**src/hdl/t2pwm_pkg.sv**
```systemverilog
// constants shared by the timer 2 pwm, baud and clock-out block
`default_nettype none
package t2pwm_pkg;
	// special-function register addresses
	localparam logic [7:0] ADDR_CTRL   = 8'hc8;
	localparam logic [7:0] ADDR_MODE   = 8'hc9;
	localparam logic [7:0] ADDR_MODE_B = 8'h93;
	localparam logic [7:0] ADDR_RLD_L  = 8'hca;
	localparam logic [7:0] ADDR_RLD_H  = 8'hcb;
	localparam logic [7:0] ADDR_CNT_L  = 8'hcc;
	localparam logic [7:0] ADDR_CNT_H  = 8'hcd;
	// control register bits
	localparam int C_OVF  = 7;
	localparam int C_EXF  = 6;
	localparam int C_RXS  = 5;
	localparam int C_TXS  = 4;
	localparam int C_FEN  = 3;
	localparam int C_RUN  = 2;
	localparam int C_CNT  = 1;
	localparam int C_CPRL = 0;
	// mode register bits
	localparam int M_SPL  = 7;
	localparam int M_B6   = 6;
	localparam int M_REN  = 5;
	localparam int M_X12  = 4;
	localparam int M_LRUN = 3;
	localparam int M_LRC  = 2;
	localparam int M_OE   = 1;
	localparam int M_MS0  = 0;
	// second mode register bits
	localparam int B_LCS  = 7;
	localparam int B_IG   = 6;
	localparam int B_ALS  = 5;
	localparam int B_CKS  = 4;
	localparam int B_MS1  = 3;
	// mode code {ms_hi, cp/rl, ms_lo} of split pwm
	localparam logic [2:0] MODE_PWM = 3'h4;
	// reset value of every register, and the byte rollover point
	localparam logic [7:0] RST_BYTE = 8'h00;
	localparam logic [7:0] BYTE_MAX = 8'hff;
	// system clock divided by twelve source
	localparam int PRESCALE = 12;
	localparam logic [3:0] DIV_LAST = 4'(PRESCALE - 1);
endpackage
`default_nettype wire

```
**src/hdl/t2pwm_timer2.sv**
```systemverilog
// timer 2 pwm, baud generator and clock-out logic behind the sfr port
`timescale 1ns/100ps
`default_nettype none
// Overview of operation
// split pwm: high byte auto-reloads, sets period
// low byte compares; overflow flags, loads low
// pwm reaches pin only with clock-out enable
// pwm high while high byte below compare
// receive clock from timer2 in uart 1/3
// transmit clock from timer2 or timer1 independently
// baud mode: rollover reloads full sixteen bits
// baud mode falling edge flags, never reloads
// overflow sets flag; ignore bit blocks request
// software stops timer before touching counters
// split baud: low byte baud, high auto-reload
// clock-out gives half duty clock on pin
// clock-out overflow reloads counters and toggles
// software configures reload, counter, enable, run
// baud and clock-out share one overflow
// split clock-out toggles on low overflow
// software sets low source before low run
// low overflow flag, enable requests shared vector
// enabled trigger edges set external edge flag
// serial use still reports trigger edges
// run bit starts/stops; split: high only
// control bits 5/4 aliased by alias select
// split pwm selected by mode code 100
// clock-out enable sits in mode bit 1
module t2pwm_timer2 (
	input  wire logic       clk,
	input  wire logic       rst_n,
	input  wire logic [7:0] sfr_addr,
	input  wire logic       sfr_wr_en,
	input  wire logic       sfr_rd_en,
	input  wire logic [7:0] sfr_wdata,
	output logic      [7:0] sfr_rdata,
	input  wire logic       external_trigger_input,
	input  wire logic       t2_count_pin,
	input  wire logic       int0_evt,
	input  wire logic [3:0] periph_evt,
	input  wire logic       timer1_ovf,
	input  wire logic       uart_mode13,
	output logic            clock_out_pin,
	output logic            rx_baud_tick,
	output logic            tx_baud_tick,
	output logic            timer2_irq
);
	// register state
	logic [7:0] ctrl_ff, nxt_ctrl;       // bits 5/4 hold the baud selects
	logic [7:0] mode_ff, nxt_mode;       // bit 6 holds the low clock x12
	logic [7:0] modeb_ff, nxt_modeb;
	logic [1:0] alt_ff, nxt_alt;         // {low_overflow_flag, low irq enable}
	logic       eip_ff, nxt_eip;         // trigger inversion behind bit 6
	logic [7:0] cnt_h_ff, nxt_cnt_h;
	logic [7:0] cnt_l_ff, nxt_cnt_l;
	logic [7:0] rld_h_ff, nxt_rld_h;
	logic [7:0] rld_l_ff, nxt_rld_l;
	logic [3:0] div_ff, nxt_div;         // divide by twelve prescaler
	logic       tgl_ff, nxt_tgl;         // clock-out toggle
	logic [7:0] rdata_ff, nxt_rdata;
	logic       pin_ff, nxt_pin;
	logic       rx_ff, nxt_rx;
	logic       tx_ff, nxt_tx;
	logic       irq_ff, nxt_irq;
	// pin synchronisers; stage a is read only by stage b
	logic [1:0] trg_a_ff, trg_b_ff;
	logic       trg_d_ff, cpin_d_ff;
	// decoded helpers
	logic       split, pwm_mode, baud, clkout16, pwm_below;
	logic       tick_h, tick_l, div_tick, cpin_fall;
	logic       trg_lvl, trg_rise, trg_fall, edge_set;
	logic       t2of, h_ovf, l_ovf, ovf_ev, tf2_set;
	logic [2:0] hsrc, msel;
	logic [1:0] lsrc;

	// two-flop synchronisers, then a delayed copy for edge detection
	always_ff @(posedge clk or negedge rst_n) begin
		if (!rst_n) begin
			trg_a_ff  <= 2'h0;
			trg_b_ff  <= 2'h0;
			trg_d_ff  <= 1'b0;
			cpin_d_ff <= 1'b0;
		end else begin
			trg_a_ff  <= {t2_count_pin, external_trigger_input};
			trg_b_ff  <= trg_a_ff;
			trg_d_ff  <= trg_lvl;
			cpin_d_ff <= trg_b_ff[1];
		end
	end

	// mode decode and source selection
	always_comb begin
		split     = mode_ff[t2pwm_pkg::M_SPL];
		msel      = {modeb_ff[t2pwm_pkg::B_MS1], ctrl_ff[t2pwm_pkg::C_CPRL],
		             mode_ff[t2pwm_pkg::M_MS0]};
		pwm_mode  = split && (msel == t2pwm_pkg::MODE_PWM);
		baud      = ctrl_ff[t2pwm_pkg::C_RXS] | ctrl_ff[t2pwm_pkg::C_TXS];
		// sixteen-bit clock-out needs the auto-reload setting
		clkout16  = !split && !ctrl_ff[t2pwm_pkg::C_CPRL];
		pwm_below = cnt_h_ff < cnt_l_ff;
		div_tick  = div_ff == t2pwm_pkg::DIV_LAST;
		cpin_fall = cpin_d_ff && !trg_b_ff[1];
		trg_lvl   = trg_b_ff[0] ^ eip_ff;
		trg_rise  = trg_lvl && !trg_d_ff;
		trg_fall  = !trg_lvl && trg_d_ff;
		hsrc      = {modeb_ff[t2pwm_pkg::B_CKS], mode_ff[t2pwm_pkg::M_X12],
		             ctrl_ff[t2pwm_pkg::C_CNT]};
		lsrc      = {modeb_ff[t2pwm_pkg::B_LCS], mode_ff[t2pwm_pkg::M_B6]};
		case (lsrc)
			2'h0:    tick_l = div_tick;
			2'h1:    tick_l = 1'b1;
			2'h2:    tick_l = periph_evt[0];
			default: tick_l = int0_evt;
		endcase
		case (hsrc)
			3'h0:    tick_h = div_tick;
			3'h1:    tick_h = cpin_fall;
			3'h2:    tick_h = 1'b1;
			3'h3:    tick_h = int0_evt;
			default: tick_h = periph_evt[hsrc[1:0]];
		endcase
	end

	// counting, flags, register writes and reads: next values
	always_comb begin
		nxt_ctrl  = ctrl_ff;
		nxt_mode  = mode_ff;
		nxt_modeb = modeb_ff;
		nxt_alt   = alt_ff;
		nxt_eip   = eip_ff;
		nxt_cnt_h = cnt_h_ff;
		nxt_cnt_l = cnt_l_ff;
		nxt_rld_h = rld_h_ff;
		nxt_rld_l = rld_l_ff;
		nxt_div   = div_tick ? 4'h0 : div_ff + 4'h1;
		t2of      = 1'b0;
		h_ovf     = 1'b0;
		l_ovf     = 1'b0;
		// the low byte counts on its own in split mode only, so it may tick on
		// its own source; in sixteen-bit mode both bytes share tick_h
		if (!split) begin
			if (ctrl_ff[t2pwm_pkg::C_RUN] && tick_h) begin
				if ({cnt_h_ff, cnt_l_ff} == {t2pwm_pkg::BYTE_MAX, t2pwm_pkg::BYTE_MAX}) begin
					t2of = 1'b1;
					// baud and auto-reload both reload; edges never do
					nxt_cnt_h = rld_h_ff;
					nxt_cnt_l = rld_l_ff;
				end else begin
					{nxt_cnt_h, nxt_cnt_l} = {cnt_h_ff, cnt_l_ff} + 16'h0001;
				end
			end
		end else begin
			if (ctrl_ff[t2pwm_pkg::C_RUN] && tick_h) begin
				if (cnt_h_ff == t2pwm_pkg::BYTE_MAX) begin
					h_ovf     = 1'b1;
					nxt_cnt_h = rld_h_ff;
					if (pwm_mode) begin
						nxt_cnt_l = rld_l_ff;
					end
					if (mode_ff[t2pwm_pkg::M_LRC]) begin
						nxt_mode[t2pwm_pkg::M_LRUN] = 1'b0;
					end
				end else begin
					nxt_cnt_h = cnt_h_ff + 8'h01;
				end
			end
			// in pwm mode the low byte only holds the compare value
			if (!pwm_mode && mode_ff[t2pwm_pkg::M_LRUN] && tick_l) begin
				if (cnt_l_ff == t2pwm_pkg::BYTE_MAX) begin
					l_ovf     = 1'b1;
					nxt_cnt_l = rld_l_ff;
				end else begin
					nxt_cnt_l = cnt_l_ff + 8'h01;
				end
			end
		end
		// split mode replaces the timer overflow by the low overflow
		ovf_ev  = split ? l_ovf : t2of;
		// flag is set in baud mode too, so the ignore bit is the way out
		tf2_set = split ? h_ovf : t2of;
		// trigger edges only flag; capture and reload are not served
		edge_set = (trg_fall && ctrl_ff[t2pwm_pkg::C_FEN]) ||
		           (trg_rise && mode_ff[t2pwm_pkg::M_REN]);
		nxt_tgl = tgl_ff ^ (ovf_ev && (split || clkout16));
		// software writes; hardware counting gives way to them
		if (sfr_wr_en) begin
			if (sfr_addr == t2pwm_pkg::ADDR_CTRL) begin
				nxt_ctrl = sfr_wdata;
				if (modeb_ff[t2pwm_pkg::B_ALS]) begin
					nxt_ctrl[t2pwm_pkg::C_RXS] = ctrl_ff[t2pwm_pkg::C_RXS];
					nxt_ctrl[t2pwm_pkg::C_TXS] = ctrl_ff[t2pwm_pkg::C_TXS];
					nxt_alt = sfr_wdata[t2pwm_pkg::C_RXS:t2pwm_pkg::C_TXS];
				end
			end else if (sfr_addr == t2pwm_pkg::ADDR_MODE) begin
				nxt_mode = sfr_wdata;
				if (modeb_ff[t2pwm_pkg::B_ALS]) begin
					nxt_mode[t2pwm_pkg::M_B6] = mode_ff[t2pwm_pkg::M_B6];
					nxt_eip = sfr_wdata[t2pwm_pkg::M_B6];
				end
			end else if (sfr_addr == t2pwm_pkg::ADDR_MODE_B) begin
				nxt_modeb = sfr_wdata;
			end else if (sfr_addr == t2pwm_pkg::ADDR_RLD_L) begin
				nxt_rld_l = sfr_wdata;
			end else if (sfr_addr == t2pwm_pkg::ADDR_RLD_H) begin
				nxt_rld_h = sfr_wdata;
			end else if (sfr_addr == t2pwm_pkg::ADDR_CNT_L) begin
				nxt_cnt_l = sfr_wdata;
			end else if (sfr_addr == t2pwm_pkg::ADDR_CNT_H) begin
				nxt_cnt_h = sfr_wdata;
			end
		end
		// hardware set wins over a software clear in the same cycle
		nxt_ctrl[t2pwm_pkg::C_OVF] = nxt_ctrl[t2pwm_pkg::C_OVF] | tf2_set;
		nxt_ctrl[t2pwm_pkg::C_EXF] = nxt_ctrl[t2pwm_pkg::C_EXF] | edge_set;
		nxt_alt[1] = nxt_alt[1] | l_ovf;
		// pwm level or toggle, gated by the clock-out enable
		nxt_pin = mode_ff[t2pwm_pkg::M_OE] &&
		          (pwm_mode ? pwm_below : (split || clkout16) && tgl_ff);
		// baud clock sources, each selected on its own
		nxt_rx = ctrl_ff[t2pwm_pkg::C_RXS] ? ovf_ev && uart_mode13 : timer1_ovf;
		nxt_tx = ctrl_ff[t2pwm_pkg::C_TXS] ? ovf_ev : timer1_ovf;
		nxt_irq = (ctrl_ff[t2pwm_pkg::C_OVF] && !modeb_ff[t2pwm_pkg::B_IG]) ||
		          ctrl_ff[t2pwm_pkg::C_EXF] || (alt_ff[1] && alt_ff[0]);
		// read mux; unmapped addresses read zero, data holds otherwise
		nxt_rdata = rdata_ff;
		if (sfr_rd_en) begin
			if (sfr_addr == t2pwm_pkg::ADDR_CTRL) begin
				nxt_rdata = ctrl_ff;
				if (modeb_ff[t2pwm_pkg::B_ALS]) begin
					nxt_rdata[t2pwm_pkg::C_RXS:t2pwm_pkg::C_TXS] = alt_ff;
				end
			end else if (sfr_addr == t2pwm_pkg::ADDR_MODE) begin
				nxt_rdata = mode_ff;
				if (modeb_ff[t2pwm_pkg::B_ALS]) begin
					nxt_rdata[t2pwm_pkg::M_B6] = eip_ff;
				end
			end else if (sfr_addr == t2pwm_pkg::ADDR_MODE_B) begin
				nxt_rdata = modeb_ff;
			end else if (sfr_addr == t2pwm_pkg::ADDR_RLD_L) begin
				nxt_rdata = rld_l_ff;
			end else if (sfr_addr == t2pwm_pkg::ADDR_RLD_H) begin
				nxt_rdata = rld_h_ff;
			end else if (sfr_addr == t2pwm_pkg::ADDR_CNT_L) begin
				nxt_rdata = cnt_l_ff;
			end else if (sfr_addr == t2pwm_pkg::ADDR_CNT_H) begin
				nxt_rdata = cnt_h_ff;
			end else begin
				nxt_rdata = t2pwm_pkg::RST_BYTE;
			end
		end
	end

	// register stage
	always_ff @(posedge clk or negedge rst_n) begin
		if (!rst_n) begin
			ctrl_ff  <= t2pwm_pkg::RST_BYTE;
			mode_ff  <= t2pwm_pkg::RST_BYTE;
			modeb_ff <= t2pwm_pkg::RST_BYTE;
			alt_ff   <= 2'h0;
			eip_ff   <= 1'b0;
			cnt_h_ff <= t2pwm_pkg::RST_BYTE;
			cnt_l_ff <= t2pwm_pkg::RST_BYTE;
			rld_h_ff <= t2pwm_pkg::RST_BYTE;
			rld_l_ff <= t2pwm_pkg::RST_BYTE;
			div_ff   <= 4'h0;
			tgl_ff   <= 1'b0;
			rdata_ff <= t2pwm_pkg::RST_BYTE;
			pin_ff   <= 1'b0;
			rx_ff    <= 1'b0;
			tx_ff    <= 1'b0;
			irq_ff   <= 1'b0;
		end else begin
			ctrl_ff  <= nxt_ctrl;
			mode_ff  <= nxt_mode;
			modeb_ff <= nxt_modeb;
			alt_ff   <= nxt_alt;
			eip_ff   <= nxt_eip;
			cnt_h_ff <= nxt_cnt_h;
			cnt_l_ff <= nxt_cnt_l;
			rld_h_ff <= nxt_rld_h;
			rld_l_ff <= nxt_rld_l;
			div_ff   <= nxt_div;
			tgl_ff   <= nxt_tgl;
			rdata_ff <= nxt_rdata;
			pin_ff   <= nxt_pin;
			rx_ff    <= nxt_rx;
			tx_ff    <= nxt_tx;
			irq_ff   <= nxt_irq;
		end
	end

	assign sfr_rdata     = rdata_ff;
	assign clock_out_pin = pin_ff;
	assign rx_baud_tick  = rx_ff;
	assign tx_baud_tick  = tx_ff;
	assign timer2_irq    = irq_ff;

	// checks on the design's own outputs and state
	pwm_level_a: assert property (@(posedge clk) disable iff (!rst_n)
		pwm_mode && mode_ff[t2pwm_pkg::M_OE] |=> clock_out_pin == $past(pwm_below))
		else $error("pwm level does not follow compare");
	pin_gated_a: assert property (@(posedge clk) disable iff (!rst_n)
		!mode_ff[t2pwm_pkg::M_OE] |=> !clock_out_pin)
		else $error("clock pin driven while disabled");
	ovf_flag_a: assert property (@(posedge clk) disable iff (!rst_n)
		tf2_set |=> ctrl_ff[t2pwm_pkg::C_OVF] ##1 ctrl_ff[t2pwm_pkg::C_OVF] || timer2_irq
		|| modeb_ff[t2pwm_pkg::B_IG])
		else $error("overflow flag or request missing");
	brg_reload_a: assert property (@(posedge clk) disable iff (!rst_n)
		!split && baud && t2of && !sfr_wr_en |=>
		{cnt_h_ff, cnt_l_ff} == {$past(rld_h_ff), $past(rld_l_ff)})
		else $error("baud reload wrong");
	pwm_load_a: assert property (@(posedge clk) disable iff (!rst_n)
		pwm_mode && h_ovf && !sfr_wr_en |=> cnt_l_ff == $past(rld_l_ff))
		else $error("compare not loaded on overflow");
	tx_source_a: assert property (@(posedge clk) disable iff (!rst_n)
		ctrl_ff[t2pwm_pkg::C_TXS] |=> tx_baud_tick == $past(ovf_ev))
		else $error("transmit tick not from timer 2");
	clk_toggle_a: assert property (@(posedge clk) disable iff (!rst_n)
		clkout16 && t2of |=> tgl_ff != $past(tgl_ff))
		else $error("clock-out did not toggle");
	edge_flag_a: assert property (@(posedge clk) disable iff (!rst_n)
		trg_fall && ctrl_ff[t2pwm_pkg::C_FEN] |=> ctrl_ff[t2pwm_pkg::C_EXF])
		else $error("falling edge not flagged");
	run_stop_a: assert property (@(posedge clk) disable iff (!rst_n)
		!ctrl_ff[t2pwm_pkg::C_RUN] && !sfr_wr_en |=> $stable(cnt_h_ff))
		else $error("high byte moved while stopped");
	low_flag_a: assert property (@(posedge clk) disable iff (!rst_n)
		l_ovf |=> alt_ff[1])
		else $error("low overflow not flagged");
	pwm_run_c: cover property (@(posedge clk) disable iff (!rst_n)
		pwm_mode && h_ovf ##[1:300] $fell(clock_out_pin));
	clkout_c: cover property (@(posedge clk) disable iff (!rst_n) clkout16 && t2of);
	split_ovf_c: cover property (@(posedge clk) disable iff (!rst_n) l_ovf && rx_ff);
	baud_c: cover property (@(posedge clk) disable iff (!rst_n) baud && tx_baud_tick);
endmodule // t2pwm_timer2
`default_nettype wire

```
**config.mk**
```make
export PLATFORM = sky130hd
export DESIGN_NAME = t2pwm_timer2
export DESIGN_NICKNAME = d
export VERILOG_FILES = /design/src/hdl/t2pwm_pkg.sv /design/src/hdl/t2pwm_timer2.sv
export SDC_FILE = /design/constraint.sdc
export NUM_CORES = 1
export LEC_CHECK = 0
export ABC_AREA = 1
export BUFFER_PORTS_ARGS = -buffer_cell sky130_fd_sc_hd__buf_2
export CORE_MARGIN = 2
export CORE_UTILIZATION = 51
export CTS_BUF_LIST = sky130_fd_sc_hd__clkbuf_16
export DETAILED_ROUTE_END_ITERATION = 8
export PLACE_DENSITY = 0.69
export RECOVER_POWER = 100
export SLEW_MARGIN = 20
export SYNTH_ARGS = -nofsm -noshare
export SYNTH_HDL_FRONTEND = slang
export SYNTH_SLANG_ARGS = --single-unit
```
**constraint.sdc**
```tcl
create_clock -name clk -period 2.14 [get_ports clk]
set_input_delay 0.107 -clock clk [delete_from_list [all_inputs] [get_ports clk]]
set_output_delay 0.107 -clock clk [all_outputs]
set_load 0.01 [all_outputs]
```
Yosys cells after proc, flatten, opt, wreduce, memory -nomap -nowiden

Cells that the tools add are included.

Logic and storage cells: 163
Register bits after elaboration: 82
Input port bits: 29
Output and inout bits: 12

Reductions and logical operators: 38
Equal/unequal tests: 17
Bitwise operators: 10
$add $sub $neg: 4
Mux-type cells: 67
$lt $le $gt $ge: 2

Operators by type and width:

| kind                    | count |
|---|---|
| $mux W8                 | 37 |
| $eq A8 B8 Y1 const B    | 9 |
| $mux W1                 | 18 |
| $add A16 B1 Y16 const B | 1 |
| $add A8 B1 Y8 const B   | 2 |
| $eq A16 B16 Y1 const B  | 1 |
| $logic_and A1 B1 Y1     | 16 |
| $mux W4                 | 4 |
| $reduce_and A4 Y1       | 3 |
| $mux W2                 | 5 |
| $reduce_and A3 Y1       | 3 |
| $lt A8 B8 Y1            | 1 |
| $logic_not A1 Y1        | 7 |
| $eq A3 B2 Y1 const B    | 2 |
| $reduce_and A6 Y1       | 1 |
| $not A1 Y1              | 5 |
| $reduce_and A5 Y1       | 1 |
| $add A4 B1 Y4 const B   | 1 |
| $eq A4 B4 Y1 const B    | 1 |
| $logic_or A1 B1 Y1      | 4 |
| $pmux W1 S4             | 1 |
| $eq A3 B1 Y1 const B    | 1 |
| $eq A3 B3 Y1 const B    | 1 |
| $logic_not A3 Y1        | 1 |
| 9 further kinds         | 12 |

Longest topological paths before layout

Gate-level depths: netlist of run 1.

Depth in word-level cells: 14
Mapped depth: 15
Gate-level depth less buffers: 14

Worst setup path before layout of run 1

No wires, ideal clock.

Path kind: register -> register
Start: reg cnt_h_ff[1]
End: reg tgl_ff
Library setup time: 0.118 ns
Slack: 0.459 ns
Path buffers: 1
Data arrival time: 1.563 ns
Required time: 2.022 ns
Clock period less this slack: 1.681 ns
Stages on the path, launching flop included: 12
Cell sequence: dfrtp_1 -> ha_1 -> nand2_1 -> nor2_1 -> nand2_2 -> buf_6 -> nor3_4 -> nand2_1 -> nand2_1 -> nand2_1 -> xor2_1 -> inv_1

Longest elaborated chain between the ends: 6

Ends and longest elaborated chain:

| what                   | line                | source |
|---|---|---|
| start, declared        | t2pwm_timer2.sv:54  | `logic [7:0] cnt_h_ff, nxt_cnt_h;` |
| start signal, assigned | t2pwm_timer2.sv:261 | `cnt_h_ff <= t2pwm_pkg::RST_BYTE;` |
| start signal, assigned | t2pwm_timer2.sv:278 | `cnt_h_ff <= nxt_cnt_h;` |
| $eq A16 B16 Y1         | t2pwm_timer2.sv:143 | `if ({cnt_h_ff, cnt_l_ff} == {t2pwm_pkg::BYTE_MAX, t2pwm_pkg::BYTE_MAX}) begin` |
| $mux W1                | t2pwm_timer2.sv:143 |  |
| $mux W1                | t2pwm_timer2.sv:142 | `if (ctrl_ff[t2pwm_pkg::C_RUN] && tick_h) begin` |
| $mux W1                | t2pwm_timer2.sv:178 | `ovf_ev = split ? l_ovf : t2of;` |
| $logic_and A1 B1 Y1    | t2pwm_timer2.sv:184 | `nxt_tgl = tgl_ff ^ (ovf_ev && (split \|\| clkout16));` |
| $xor A1 B1 Y1          | t2pwm_timer2.sv:184 |  |
| named net nxt_tgl      | t2pwm_timer2.sv:59  | `logic tgl_ff, nxt_tgl;` |
| end signal, assigned   | t2pwm_timer2.sv:283 | `tgl_ff <= nxt_tgl;` |
| end, declared          | t2pwm_timer2.sv:59  |  |

The timed path passes the listed nets, and every way through them passes these cells.
A chain may end at the register's enable or synchronous reset.

Worst setup path in the final report of run 1

Start: reg cnt_h_ff[0]
End: reg cnt_l_ff[5]

Longest elaborated chain between the ends: 12
Elaborated cells on any way between the ends: 15
Those cells by class: eq/ne (2); mux (13)

Ends and longest elaborated chain:

| what                   | line                | source |
|---|---|---|
| $eq A8 B8 Y1           | t2pwm_timer2.sv:154 | `if (cnt_h_ff == t2pwm_pkg::BYTE_MAX) begin` |
| $mux W8                | t2pwm_timer2.sv:154 |  |
| $mux W8                | t2pwm_timer2.sv:153 | `if (ctrl_ff[t2pwm_pkg::C_RUN] && tick_h) begin` |
| $mux W8                | t2pwm_timer2.sv:168 | `if (!pwm_mode && mode_ff[t2pwm_pkg::M_LRUN] && tick_l) begin` |
| $mux W8 (*)            | t2pwm_timer2.sv:141 | `if (!split) begin` |
| $mux W8                | t2pwm_timer2.sv:206 | `end else if (sfr_addr == t2pwm_pkg::ADDR_CNT_L) begin` |
| $mux W8                | t2pwm_timer2.sv:204 | `end else if (sfr_addr == t2pwm_pkg::ADDR_RLD_H) begin` |
| $mux W8                | t2pwm_timer2.sv:202 | `end else if (sfr_addr == t2pwm_pkg::ADDR_RLD_L) begin` |
| $mux W8                | t2pwm_timer2.sv:200 | `end else if (sfr_addr == t2pwm_pkg::ADDR_MODE_B) begin` |
| $mux W8                | t2pwm_timer2.sv:194 | `end else if (sfr_addr == t2pwm_pkg::ADDR_MODE) begin` |
| $mux W8                | t2pwm_timer2.sv:187 | `if (sfr_addr == t2pwm_pkg::ADDR_CTRL) begin` |
| $mux W8 (*)            | t2pwm_timer2.sv:186 | `if (sfr_wr_en) begin` |
| named net nxt_cnt_l[5] | t2pwm_timer2.sv:55  | `logic [7:0] cnt_l_ff, nxt_cnt_l;` |
| end signal, assigned   | t2pwm_timer2.sv:262 | `cnt_l_ff <= t2pwm_pkg::RST_BYTE;` |
| end signal, assigned   | t2pwm_timer2.sv:279 | `cnt_l_ff <= nxt_cnt_l;` |
| end, declared          | t2pwm_timer2.sv:55  |  |

Mark *: on every way through the listed nets, which the timed path passes. The rest lies on a longest branch.

==> results of run 1 <==
how the worst min path moves through the flow:
stage	cells after the start	startpoint	slack [ps]	endpoint
after global placement	1	rst_n	150	cnt_h_ff[5]
after floorplan	0	rst_n	-190	alt_ff[0]
after detailed placement	1	rst_n	150	rld_h_ff[6]
after CTS	3	sfr_wdata[1]	5	rld_l_ff[1]
after global routing	3	sfr_wdata[1]	30	rld_l_ff[1]
final	3	uart_mode13	10	rx_baud_tick
timing repair:
action                                 in CTS  in global routing
gates resized for setup                     0                  1
endpoints found under the hold margin      42                  0
setup endpoints to repair                   0                  3
setup buffers                               0                  3
hold buffers                                4                  0
logic make-up (layout without fill, tap and decap cells):
logic type      count (synthesis)  in the layout
simple gates                  396            396
compound gates                145            145
buf+inv                       123            189
flops                          82             82
fa+ha+maj                      10             10
xor+xnor                        9              9
mux                             1              1
state kept, by name (all words and copies together) (netlist names):
signal	count
tx_baud_tick	1
trg_d_ff	1
rld_h_ff	8
ctrl_ff	8
modeb_ff	8
trg_a_ff	2
mode_ff	8
rx_baud_tick	1
trg_b_ff	2
rld_l_ff	8
cnt_l_ff	8
sfr_rdata	8
cnt_h_ff	8
div_ff	4
alt_ff	2
eip_ff	1
timer2_irq	1
tgl_ff	1
cpin_d_ff	1
clock_out_pin	1
per-stage QoR:
step	cells	setup WS [ps]	util	cell area, µm²	power, mW
6_report	968	131	0.595	6110	4.91
5_1_grt	968	0.489	0.595	6110	5.19
4_1_cts	965	134	0.600	6160	4.93
3_5_place_dp	945	147	0.563	5790	3.14
3_3_place_gp	945	161	0.563	5790	3.13
2_1_floorplan	766	459	-	5370	2.68
cells in the final DEF (no fill, tap or decap), types with 4 or more instances in the layout:
cell           count
buf_4             20
nand4_1           12
clkbuf_16          9
clkbuf_1          19
nand2_2            7
a31oi_1            4
o21ai_0           47
ha_1              10
o221ai_1           5
o21ai_1           18
buf_2             25
dlygate4sd3_1      4
nor2_2             8
o211ai_1           4
nor2_1            69
inv_1             92
o22ai_1           11
nor3_1             7
or2_2              5
inv_2              7
xor2_1             8
nand2_1          225
dfrtp_1           81
a21oi_1           50
nand3_1           51
report_power, final:
part / total, mW / switching [mW] / internal [mW] / leakage, nW
clock network: 1.77 / 0.639 / 1.13 / 0.162
logic: 1.26 / 0.803 / 0.455 / 1.85
registers: 1.88 / 0.192 / 1.69 / 1.02
layer usage:
metal / share of wire / vias to the layer above / track usage / wire length [µm]
li1: - / 2610 / - / -
met1: 0.42 / 2505 / 0.449 / 7330
met3: 0.088 / 32 / 0.0529 / 1530
met2: 0.45 / 278 / 0.499 / 7880
met5: 0 / - / 0 / 0
met4: 0.036 / 0 / 0.134 / 617
tightest hold or removal path: stages:
cell and delay (ps):
buf_2 80, nand3_1 60, o21ai_0 70
final cells by class:
class                      instances  area, µm²
multi-input combinational        561       2760
clock inverter                     7        109
clock buffer                       9        225
sequential                        82       2050
inverter                         102        392
fill                             979       4170
timing repair buffer              71        404
tap                              136        170
==> impl_metrics.ini, run 1 <==
[flow_run]
max_cap_viol_count = 0

[worst_setup_path]
end_kind = flop
rrSetupSlack_ps = 130
reg2reg_from = cnt_h_ff[0]
cp-endpoint = cnt_l_ff[5]
crit_arrival_ps = 2280
path_depth = 12
crit_top_cell = nor2_1
cp-startpoint = cnt_h_ff[0]
setup.worst_path.start_class = flop
crit_family = simple AND/OR/NAND/NOR gates
worstPathRequired_ps = 2410
crit_buf_inv = 1
reg2regPathDepth = 12
path_max_fanout = 15
crit_type = flop to flop
crit_chain = ha_1, nand2_1, nor2_1, nand2_2, clkinv_2, nand2_4, nand2_1, o21ai_1, nor2_1, nor2_1, nor2_1, a21oi_1
cpPeakStageDelay_ps = 380
reg2reg_to = cnt_l_ff[5]
crit_slowest_cell = dfrtp_1

[sta]
max_freq_ghz = 0.498
hold_ws_ps = 11.4
fin_skew_ps = 6.73
period_needed_ps = 2010
setup_viol = 0
rsz0062_at_grt = false
finalCritPeriodShare = 0.939
max-slew-margin-rel = 0.260
max_slew.worst_pin.slew_ps = 1110
slew_violations = 0
hold_violations = 0
tns_ps = 0

[logic_synthesis]
syn_area_mm2 = 0.00537
yosys-top-cells-count = 225 x nand2_1, 89 x inv_1, 82 x dfrtp_1
yosys_warnings = 0
yosysSeqAreaShare = 0.382
synth_edf_count = 0
ys_types = 42
synth_xor_area_frac = 0.0147
yosys-top-cells-area = dfrtp_1 38%, nand2_1 16%, inv_1 6.2%
muxShareOfSynthArea = 0.00186
synth_top_family_by_area = simple AND/OR/NAND/NOR gates
async_reset_ff_frac = 1.00
yosys.area_share.simple = 0.329
netlist.area_leader.share = 0.382
yosysTopAreaCell = dfrtp_1
synth_fa_ha_area_frac = 0.0233
yosysMostFrequentCell = nand2_1
syn_nets = 805
syn_area_per_cell_um2 = 7.01
synth_top_flop_cell = dfrtp_1
postSynthCellCount = 766
ys_ff_latch = 82
synth_compound_area_frac = 0.149

[die]
die_y_um = 107
boundaryPins = 41
die_area_mm2 = 0.0114
coreArea_mm2 = 0.0103
initial_core_util = 0.523
die_w_um = 107
num_rows = 37

[clocking]
clockRootBuffer = clkbuf_16
clk_pin_slew_ps = 60
cts.sinks = 82
clock_latency_ps = 350
cts_tree = yes
cts_buffers = 9
clk_path_buf_depth = 2
htreeDepth = 3

[power]
static-leakage-power_nw = 3.03
ir_drop_mv = 0.451
p_per_area_mw_per_mm2 = 803

[placement]
io_buffers = 40
dp_hpwl_um = 13000
gp_congestion = 0.958

[routing]
detail_route.first_pass.iterations = 5
wire_per_inst_um = 17.9
drcViolationCount = 0
vias_per_cell = 5.60
drtAntennaViolNets = 0
vias = 5425
wl_um = 17300
drt_iter0_drc = 512

[outcome]
outcome = finished, final reports clean

[global_routing]
antenna_found_initial = 0
grt_overflow_total = 0
grt_max_degree = 43
grt_pass1_wl_um = 27800
grt_use_total = 0.322
grt_pass1_vias = 5080

[cells_and_area]
final_nets = 866
diodes = 0
area_delta_synth_final_pct = 13.8
drive_gt1_frac = 0.126

[min_path]
hp-class = input pin to flop
No activity file was read; power rests on OpenSTA's default activity.
==> run 2, diff against run 1 <==
Clock period 2.14 ns to 2.2 ns, I/O delays scaled along.
==> impl_metrics.ini, run 2 (same netlist as run 1, synthesis figures left out) <==
[sta]
period_needed_ps = 2010
max-slew-margin-rel = 0.333
rsz0062_at_grt = false
finalCritPeriodShare = 0.915
max_freq_ghz = 0.497
setup_viol = 0
slew_violations = 0
tns_ps = 0
hold_violations = 0
fin_skew_ps = 6.46
max_slew.worst_pin.slew_ps = 1000

[global_routing]
grt_pass1_wl_um = 27700
antenna_found_initial = 0
grt_pass1_vias = 5080
grt_use_total = 0.326
grt_overflow_total = 0
grt_max_degree = 48

[die]
coreArea_mm2 = 0.0103
die_w_um = 107
num_rows = 37
die_area_mm2 = 0.0114
initial_core_util = 0.523
boundaryPins = 41
die_y_um = 107

[clocking]
cts.sinks = 82
clock_latency_ps = 350
clk_pin_slew_ps = 70
htreeDepth = 3
cts_tree = yes
clk_path_buf_depth = 2
clockRootBuffer = clkbuf_16
cts_buffers = 9

[routing]
wl_um = 17600
vias_per_cell = 5.55
detail_route.first_pass.iterations = 6
drcViolationCount = 0
drt_iter0_drc = 455
wire_per_inst_um = 18.2
vias = 5365
drtAntennaViolNets = 0

[power]
seqPwrFrac = 0.403
ir_drop_mv = 0.519
switchingPower_mw = 1.62
sw_frac_of_total = 0.354
clkPwrFrac = 0.334
p_int_mw = 2.95
static-leakage-power_nw = 3.03
power_frac_comb = 0.263
p_per_area_mw_per_mm2 = 755

[flow_run]
max_cap_viol_count = 0

[cells_and_area]
regArea_mm2 = 0.00205
drive_gt1_frac = 0.125
area_delta_synth_final_pct = 12.9
final_util = 0.590
fillerInstances = 1025
final_nets = 863
multi_input_area_mm2 = 0.00275
final_common_cell = nand2_1
final_cell_mix = 225 x nand2_1, 92 x inv_1, 82 x dfrtp_1

[placement]
gp_congestion = 0.988
dp_hpwl_um = 13300
io_buffers = 40

[worst_setup_path]
end_kind = flop
reg2reg_to = cnt_l_ff[3]
reg2regPathDepth = 12
path_max_fanout = 11
rrSetupSlack_ps = 190
setup.worst_path.start_class = flop
crit_arrival_ps = 2290
crit_type = flop to flop
worstPathRequired_ps = 2470
reg2reg_from = cnt_l_ff[1]

[min_path]
hold_depth = 3
hp-class = input pin to flop
hold-path-endpoint = tx_baud_tick
min_from = timer1_ovf

[outcome]
outcome = finished, final reports clean
[run 2: cell type report]
cell class                 count  area share
clock inverter                 7      0.0111
tap                          136      0.0281
clock buffer                   9      0.0371
antenna                        1    0.000413
inverter                     102      0.0646
multi-input combinational    561       0.453
sequential                    82       0.338
timing repair buffer          68      0.0669
[run 2: critical path: stages, from the launching register on]
cell and delay [ps]:
dfrtp_1 440, ha_1 230, nand3_1 160, inv_1 130, nand2_4 130, nor2_2 150, clkbuf_4 200, nand2_1 60
o21ai_1 70, nor2_1 50, nor2_1 120, nor2_1 50, a21oi_1 140
[run 2: repair_timing]
item	in CTS	in global routing
setup buffers	0	2
resized for setup	0	1
setup endpoints to repair	0	5
hold buffers	3	0
endpoints found under the hold margin	37	0
[run 2: power groups by stage]
stage | combinational [mW] | sequential [mW] | clock (mW)
floorplan | 0.827 | 1.78 | 0
global placement | 1.18 | 1.86 | 0
detailed placement | 1.19 | 1.86 | 0
CTS | 1.20 | 1.83 | 1.55
global route | 1.36 | 1.86 | 1.60
finish | 1.20 | 1.84 | 1.53
[run 2: through the flow]
| stage | hold WS [ps] | total power, mW | std cells | setup slack, ps | cell area [µm²] |
|---|---|---|---|---|---|
| after detailed placement | 121 | 3.05 | 944 | 88.5 | 5780 |
| after global routing | 20.1 | 4.82 | 965 | 9.54 | 6060 |
| final | 2.98 | 4.58 | 966 | 188 | 6060 |
| after floorplan | -186 | 2.61 | 766 | 519 | 5370 |
| after global placement | 114 | 3.04 | 944 | 189 | 5780 |
| after CTS | 0.663 | 4.58 | 963 | 72.1 | 6100 |
[run 2: how the worst max path moves through the flow]
stage	slack, ps	to	cells after the start	startpoint
5_1_grt	10	cnt_l_ff[3]	12	cnt_l_ff[0]
6_report	190	cnt_l_ff[3]	12	cnt_l_ff[1]
3_3_place_gp	190	tgl_ff	12	div_ff[0]
3_5_place_dp	90	tgl_ff	12	div_ff[0]
2_1_floorplan	520	tgl_ff	11	cnt_h_ff[1]
4_1_cts	70	tgl_ff	12	div_ff[0]
[run 2: layer usage]
| metal | share of wire | global-route usage | wire, µm |
|---|---|---|---|
| met5 | 0 | 0 | 0 |
| met3 | 0.082 | 0.0644 | 1440 |
| met1 | 0.43 | 0.447 | 7580 |
| met4 | 0.048 | 0.185 | 848 |
| met2 | 0.44 | 0.482 | 7710 |
